**src/logic/hpsm_pkg.sv**
```systemverilog
// shared types and constants for the host port mode strap mux
package hpsm_pkg;

  // ==========================================================
  // strap decoding
  localparam int          STRAP_W      = 3;
  localparam int          STRAP_SEL_LO = 0;
  localparam int          STRAP_SEL_HI = 1;
  localparam int          STRAP_STYLE  = 2;
  localparam logic [1:0]  SEL_PARALLEL = 2'h3;
  localparam logic [1:0]  SEL_SERIAL   = 2'h1;
  localparam logic        STYLE_SEP    = 1'h0;
  localparam logic [2:0]  STRAP_RST    = 3'h0;

  // ==========================================================
  // widths and reset values
  localparam int          DATA_W       = 8;
  localparam int          ADDR_W       = 2;
  localparam int          NUM_HREGS    = 4;
  localparam logic [7:0]  DATA_RST     = 8'h00;
  localparam logic [1:0]  ADDR_RST     = 2'h0;

  typedef enum logic [1:0] {
    HPSM_MODE_OFF,
    HPSM_MODE_PAR_SEP,
    HPSM_MODE_PAR_DIR,
    HPSM_MODE_SPI
  } hpsm_mode_t;

  typedef enum logic [1:0] {
    HPSM_BUS_IDLE,
    HPSM_BUS_READ,
    HPSM_BUS_WRITE
  } hpsm_bus_t;

  // pin levels seen from the board, sampled on clock
  typedef struct packed {
    logic [7:0] data;
    logic       addr_lo;
    logic       addr_hi;
    logic       chip_select_n;
    logic [2:0] strap;
  } hpsm_pin_in_t;

  // pin drive; an enable low means the pin is driven
  typedef struct packed {
    logic [7:0] data;
    logic [7:0] data_oe_n;
    logic [2:0] strap;
    logic [2:0] strap_oe_n;
    logic       irq;
    logic       irq_oe_n;
  } hpsm_pin_out_t;

  // parallel access events towards the first core
  typedef struct packed {
    logic       wr_pulse;
    logic       rd_pulse;
    logic [1:0] addr;
    logic [7:0] wdata;
  } hpsm_par_evt_t;

  // serial port levels towards the first core
  typedef struct packed {
    logic sel;
    logic clk;
    logic din;
  } hpsm_spi_t;

endpackage

```
**src/logic/hpsm_top.sv**
```systemverilog
// strap capture and host port pin multiplexing for the first core
// ==========================================================
// Operation
// RULE1: latch three mode straps at reset release
// RULE2: async reset; bidirectional pins released meanwhile
// RULE3: latch second core strap set too
// RULE4: parallel data pins bidirectional, default input
// RULE5: two address pins pick one of four
// RULE6: serial mode: address pins, strap2 carry SPI
// RULE7: host drives chip select low to access
// RULE8: separate style: read enable, write strobe
// RULE9: direction style: direction plus data strobe
// RULE10: serial mode may drive memory enables
// RULE11: strap bit2 picks parallel bus style
// RULE12: irq pulled low while outgoing data waits
// RULE13: irq released once host read everything
`timescale 1ns/1ps

module hpsm_top
  import hpsm_pkg::*;
#(
  parameter int WIDTH = DATA_W
) (
  input  wire logic          clock,
  input  wire logic          resetn,
  input  wire logic          clk_en,
  input  wire hpsm_pin_in_t  pin_in,
  input  wire logic [2:0]    second_core_strap,
  input  wire logic [7:0]    core_rd_data,
  input  wire logic          core_spi_out,
  input  wire logic          core_mem_en,
  input  wire logic          core_mem_de_n,
  input  wire logic          core_mem_we_n,
  input  wire logic          core_out_pending,
  output hpsm_pin_out_t      pin_out,
  output hpsm_par_evt_t      par_evt,
  output hpsm_spi_t          spi,
  output hpsm_mode_t         mode,
  output logic [2:0]         second_core_mode,
  output logic               straps_valid
);

  // ==========================================================
  // strap capture

  logic       armed_q;
  logic       armed_d;
  logic       capture;
  hpsm_mode_t mode_q;
  hpsm_mode_t mode_d;
  logic [2:0] sc_mode_q;
  logic [2:0] sc_mode_d;
  logic       valid_q;

  function automatic hpsm_mode_t decode_strap(input logic [2:0] s);
    hpsm_mode_t m;
    m = HPSM_MODE_OFF;
    if (s[STRAP_SEL_HI:STRAP_SEL_LO] == SEL_PARALLEL) begin
      m = (s[STRAP_STYLE] == STYLE_SEP) ? HPSM_MODE_PAR_SEP
                                        : HPSM_MODE_PAR_DIR;
    end else if (s[STRAP_SEL_HI:STRAP_SEL_LO] == SEL_SERIAL) begin
      m = HPSM_MODE_SPI;
    end
    return m;
  endfunction

  // first enabled clock after release takes the straps; an async flop may
  // only load constants, so the pins are caught synchronously here
  assign capture   = armed_q & clk_en;
  assign armed_d   = capture ? 1'b0 : armed_q;
  // see RULE1, see RULE11
  assign mode_d    = capture ? decode_strap(pin_in.strap) : mode_q;
  // see RULE3
  assign sc_mode_d = capture ? second_core_strap : sc_mode_q;

  // see RULE2
  always_ff @(posedge clock or negedge resetn) begin
    if (!resetn) begin
      armed_q <= 1'b1;
    end else begin
      armed_q <= armed_d;
    end
  end

  // a flop of its own, so the valid output needs no inverter
  always_ff @(posedge clock or negedge resetn) begin
    if (!resetn) begin
      valid_q <= 1'b0;
    end else begin
      valid_q <= ~armed_d;
    end
  end

  // the port mode stands until the next master reset
  always_ff @(posedge clock or negedge resetn) begin
    if (!resetn) begin
      mode_q <= HPSM_MODE_OFF;
    end else begin
      mode_q <= mode_d;
    end
  end

  // second core straps are only recorded here
  always_ff @(posedge clock or negedge resetn) begin
    if (!resetn) begin
      sc_mode_q <= STRAP_RST;
    end else begin
      sc_mode_q <= sc_mode_d;
    end
  end

  // ==========================================================
  // parallel host access

  wire is_sep = (mode_q == HPSM_MODE_PAR_SEP);
  wire is_dir = (mode_q == HPSM_MODE_PAR_DIR);
  wire is_spi = (mode_q == HPSM_MODE_SPI);
  wire cs_act = ~pin_in.chip_select_n;

  // a strobe counts only while the chip select is held low
  function automatic logic strobe_low(input logic cs_n, input logic level);
    return ~cs_n & ~level;
  endfunction

  // see RULE8
  wire sep_rd = is_sep & strobe_low(pin_in.chip_select_n, pin_in.strap[STRAP_SEL_HI]);
  wire sep_wr = is_sep & strobe_low(pin_in.chip_select_n, pin_in.strap[STRAP_SEL_LO]);
  // see RULE9
  wire dir_ds = is_dir & strobe_low(pin_in.chip_select_n, pin_in.strap[STRAP_SEL_LO]);
  wire dir_rd = dir_ds & pin_in.strap[STRAP_SEL_HI];
  wire dir_wr = dir_ds & ~pin_in.strap[STRAP_SEL_HI];

  // see RULE7
  wire want_rd = sep_rd | dir_rd;
  wire want_wr = (sep_wr | dir_wr) & ~want_rd;

  hpsm_bus_t        bus_q;
  hpsm_bus_t        bus_d;
  logic [1:0]       addr_q;
  logic [1:0]       addr_d;
  logic [WIDTH-1:0] wdata_q;
  logic [WIDTH-1:0] wdata_d;
  logic             wr_pulse_d;
  logic             rd_pulse_d;

  // see RULE5
  wire [1:0] pin_addr = {pin_in.addr_hi, pin_in.addr_lo};

  // writes commit at strobe release so the host data has settled;
  // reads report at their end so the core pops only once
  always_comb begin
    bus_d      = bus_q;
    addr_d     = addr_q;
    wdata_d    = wdata_q;
    wr_pulse_d = 1'b0;
    rd_pulse_d = 1'b0;
    unique case (bus_q)
      HPSM_BUS_IDLE: begin
        if (want_rd) begin
          bus_d  = HPSM_BUS_READ;
          addr_d = pin_addr;
        end else if (want_wr) begin
          bus_d   = HPSM_BUS_WRITE;
          addr_d  = pin_addr;
          wdata_d = pin_in.data[WIDTH-1:0];
        end
      end
      HPSM_BUS_READ: begin
        if (!want_rd) begin
          bus_d      = HPSM_BUS_IDLE;
          rd_pulse_d = 1'b1;
        end
      end
      HPSM_BUS_WRITE: begin
        if (want_wr) begin
          wdata_d = pin_in.data[WIDTH-1:0];
          addr_d  = pin_addr;
        end else begin
          bus_d      = HPSM_BUS_IDLE;
          wr_pulse_d = 1'b1;
        end
      end
      // the unused code falls back to idle
      default: begin
        bus_d = HPSM_BUS_IDLE;
      end
    endcase
  end

  // a low clock enable freezes the access where it stands
  always_ff @(posedge clock or negedge resetn) begin
    if (!resetn) begin
      bus_q <= HPSM_BUS_IDLE;
    end else if (clk_en) begin
      bus_q <= bus_d;
    end
  end

  always_ff @(posedge clock or negedge resetn) begin
    if (!resetn) begin
      addr_q <= ADDR_RST;
    end else if (clk_en) begin
      addr_q <= addr_d;
    end
  end

  always_ff @(posedge clock or negedge resetn) begin
    if (!resetn) begin
      wdata_q <= DATA_RST;
    end else if (clk_en) begin
      wdata_q <= wdata_d;
    end
  end

  // ==========================================================
  // pin drive

  hpsm_pin_out_t pin_d;
  hpsm_pin_out_t pin_q;
  logic [2:0]    strap_val;
  logic [2:0]    strap_en;

  wire drive_rd  = want_rd;
  wire spi_drive = is_spi & cs_act;
  // see RULE10
  wire mem_drive = is_spi & core_mem_en;

  // bytes leave only while a read strobe is seen; the pull-ups hold the bus
  // see RULE4
  for (genvar i = 0; i < DATA_W; i++) begin : g_data_pin
    assign pin_d.data[i]      = core_rd_data[i];
    assign pin_d.data_oe_n[i] = ~drive_rd;
  end

  // see RULE6, see RULE10
  assign strap_val = {core_spi_out, core_mem_de_n, core_mem_we_n};
  assign strap_en  = {spi_drive, mem_drive, mem_drive};
  for (genvar k = 0; k < STRAP_W; k++) begin : g_strap_pin
    assign pin_d.strap[k]      = strap_val[k];
    assign pin_d.strap_oe_n[k] = ~strap_en[k];
  end
  // open drain: the data level is always low, only the enable moves
  // see RULE12, see RULE13
  assign pin_d.irq        = 1'b0;
  assign pin_d.irq_oe_n   = ~(core_out_pending & ~armed_q);

  // see RULE2
  always_ff @(posedge clock or negedge resetn) begin
    if (!resetn) begin
      pin_q.data       <= DATA_RST;
      pin_q.data_oe_n  <= 8'hff;
      pin_q.strap      <= STRAP_RST;
      pin_q.strap_oe_n <= 3'h7;
      pin_q.irq        <= 1'b0;
      pin_q.irq_oe_n   <= 1'b1;
    end else if (clk_en) begin
      pin_q <= pin_d;
    end
  end

  // ==========================================================
  // core side

  hpsm_par_evt_t evt_q;
  hpsm_spi_t     spi_q;

  // pulses last one enabled cycle; addr and wdata stand until the next access
  always_ff @(posedge clock or negedge resetn) begin
    if (!resetn) begin
      evt_q.wr_pulse <= 1'b0;
      evt_q.rd_pulse <= 1'b0;
      evt_q.addr     <= ADDR_RST;
      evt_q.wdata    <= DATA_RST;
    end else if (clk_en) begin
      evt_q.wr_pulse <= wr_pulse_d;
      evt_q.rd_pulse <= rd_pulse_d;
      evt_q.addr     <= addr_d;
      evt_q.wdata    <= wdata_d;
    end
  end

  // serial levels pass one flop so the core sees them settled
  always_ff @(posedge clock or negedge resetn) begin
    if (!resetn) begin
      spi_q.sel <= 1'b0;
      spi_q.clk <= 1'b0;
      spi_q.din <= 1'b0;
    end else if (clk_en) begin
      // see RULE6
      spi_q.sel <= spi_drive;
      spi_q.clk <= is_spi & pin_in.addr_lo;
      spi_q.din <= is_spi & pin_in.addr_hi;
    end
  end

  assign pin_out          = pin_q;
  assign par_evt          = evt_q;
  assign spi              = spi_q;
  assign mode             = mode_q;
  assign second_core_mode = sc_mode_q;
  assign straps_valid     = valid_q;

endmodule

```
**config.mk**
```make
export PLATFORM = sky130hd
export DESIGN_NAME = hpsm_top
export DESIGN_NICKNAME = d
export VERILOG_FILES = /design/src/logic/hpsm_pkg.sv /design/src/logic/hpsm_top.sv
export SDC_FILE = /design/constraint.sdc
export NUM_CORES = 1
export LEC_CHECK = 0
export BUFFER_PORTS_ARGS = -buffer_cell sky130_fd_sc_hd__buf_2
export CAP_MARGIN = 20
export CORE_MARGIN = 8
export CORE_UTILIZATION = 46
export CTS_CLUSTER_SIZE = 8
export DETAILED_ROUTE_END_ITERATION = 6
export GPL_TIMING_DRIVEN = 0
export PLACE_DENSITY = 0.84
export SLEW_MARGIN = 20
export SYNTH_ARGS = -nofsm -noshare
export SYNTH_HDL_FRONTEND = slang
export SYNTH_SLANG_ARGS = --single-unit
```
**constraint.sdc**
```tcl
create_clock -name clock -period 2 [get_ports clock]
set_input_delay 0.4 -clock clock [delete_from_list [all_inputs] [get_ports clock]]
set_output_delay 0.4 -clock clock [all_outputs]
set_load 0.01 [all_outputs]
```
==> metrics.txt <==
status=finished clean; Yosys warnings=0; GPL Wtd Cong=around 0.8; Num CTS Buffers=5; CP Launch Type=register; HPWL after detailed placement=just over 3000 um; Antenna diodes=0; Layout Skew=~12 ps; Finished Core Util=61.7%; net count after synthesis=about 160; die height=about 76 um; ys flop type=dfrtp_1; post-layout minimum cycle time=approximately 1900 ps; final number of setup-violating endpoints=0; main combinational cell family by area after synthesis=multiplexers; vias in the first global route=between 1,000 and 1,500; antenna viol nets, final=0; Yosys top cell area share=around half; drt wl/cell=15.0 um; slowest cell delay on critical path=around 500 ps; Total Routing Usage GR=between 10% and 20%; CTS clk-pin slew, worst paths=120 ps; root buffer cell=clkbuf_4; Worst-Margin Slew=between 800 and 900 ps; Initial DRC Count=35; hold buffers post-CTS=0; Synth Area in Adders=0%; row count=22; period utilisation layout=between 90 and 100%; final setup TNS=0 ps; initial antenna violation count=0; CTS tree=yes; first-pass GRT wire length=6770 um; die area=~0.0058 mm2; Vias/cell=around 5; most frequent cells in the layout=75 x buf_2, 34 x dfrtp_1, 24 x mux2_2; CTS Buffer Depth=2; Fillers=between 300 and 400; Hold Crit Class=in2async; worst skew pair latency=about 350 ps; total core area=0.00358 mm2; Gate Count Post-Synth=131; Synth area leader=dfrtp_1; commonest non-fill, non-tap cell in the layout=buf_2; Final Hold Fails=0; Mapped Avg Cell Area=12.8 um2; pwr/cell area=about 700 mW/mm2; total gr overflow=0; critical path required time=2240 ps; sequential-to-total area share from yosys stat=around three fifths; asr flop ratio synth=100%; Final Slew Violations=0; layout net count=247; number of enable flip-flop cells after synthesis=0; CP cell instances=buf_4 > or3b_2 > a21oi_4 > nor4_4 > buf_4 > mux2_2; Initial Utilization=a little under half; CP endpoint kind=register; # IOs=78; clock sinks=39; chip width=approximately 76 um; total wire length=between 3000 and 4000 um; RSZ-0062 raised after global routing=false; Post-Synth XOR/XNOR Area=0%; max_slew headroom=45.2%; met3 wire length=399 um; Cell Area, Synth=approximately 0.0017 mm2; M1 WL=about 1500 um; Post-Synth Simple-Gate Area=8.76%; net switching power=352 uW; top area cells in the synthesized netlist=dfrtp_1 51%, mux2_2 16%, dfstp_2 7.9%; mux cell area share after synthesis=about 17%; sequential share of power=53.9%; largest net degree at the start of global routing=40; Vias=1,292; post-synthesis compound-gate area fraction=between 7 and 8%; FF+latch count, synth=39; Peak Freq=about 520 MHz; Cell variety after synth=31; Synth-to-Final Area Change=32.2%; CP Class=reg2reg; DR pass1 iterations=4; maximum vdd drop=0.585 mV; max-cap viol count=0; Top Metal Used=met4; I/O Buffers=74; Clk pwr share=37.2%; sw frac=between 20% and 30%; P_int=approximately 1200 uW; metal2 WL=approximately 2000 um; CP max FO=10; Gate power share=between 8 and 9%; Critical Path AT=~2200 ps; DRC Markers=0; LEAKAGE=0.00113 uW; Worst path slowest cell=or3b_2; most frequent cell on the critical path=buf_4; layout cell share with drive strength beyond 1=60.5%; # H-tree levels=2; WHS=128 ps
## path summary, 6_finish.rpt
check / start / to / slack, ps / cells past startpoint
max: mode[1] / wdata_q[3] / 90 / 6
min: resetn / pin_out[7] / 130 / 1
max reg2reg: mode[1] / wdata_q[3] / 90 / 6
min reg2reg: armed_q / armed_q / 480 / 2
max in group asynchronous: resetn / bus_q[0] / 1350 / 1
min in group clock: core_out_pending / pin_out[0] / 180 / 2
## timing repair
action                     CTS  global route
resized for setup            0             1
pin swaps                    1             2
setup buffers                0             2
setup endpoints to repair    5             8
## kinds of logic after synthesis
family	after synthesis
flops	39
mux	25
simple gates	24
buf+inv	23
compound gates	19
other cells	1
## cell type report
cell class	instances	area (um2)	area share, %
Timing Repair Buffer	76	385	17.5
Clock inverter	2	38.8	1.76
Tap cell	48	60.1	2.72
Inverter	8	30.0	1.36
Clock buffer	6	51.3	2.32
Buffer	15	106	4.82
Sequential cell	39	982	44.5
Multi-Input combinational cell	69	554	25.1
## sequential cells by signal (all words and copies together) (netlist names)
register,cells
spi,3
bus_q,2
addr_q,2
mode,2
par_evt,2
second_core_mode,3
straps_valid,1
wdata_q,8
armed_q,1
pin_out,15
## power by group through the flow
stage | logic [uW] | clock network [uW] | registers, uW
after floorplan | 45.6 | 0 | 852
after global placement | 136 | 0 | 839
after detailed placement | 140 | 0 | 841
after CTS | 141 | 582 | 826
after global routing | 152 | 623 | 830
final | 137 | 570 | 826
## cell usage after synthesis, types with 2 or more instances
cell type	n
dfrtp_1	34
o21ai_0	8
dfstp_2	5
buf_4	10
nand2_1	9
clkbuf_1	2
nand3b_1	2
mux2_2	24
buf_2	2
inv_1	7
nand4_1	2
nor2_1	4
a21oi_1	4
## per-layer routing
metal	track usage (%)	up-vias
met5	0	-
met4	6.15	0
met3	7.78	10
met2	23.5	49
met1	14.7	630
li1	-	603
## critical path: cells and delay by family, from the launching register on
family	cells	cell delay, ps
AND/OR/NAND/NOR	2	570
flip-flops	1	390
buffers and inverters	2	340
multiplexers	1	280
AO/OA/AOI/OAI	1	220
## stage by stage
step                std cells  power (uW)  setup slack, ps  area (um2)
global placement          253         975             33.3        2100
finish                    263        1530             93.3        2210
detailed placement        253         981            -4.53        2100
floorplan                 131         898              170        1670
CTS                       261        1550             46.3        2190
global route              263        1600             18.1        2210
Note: power is estimated with default switching activity, not from simulation.
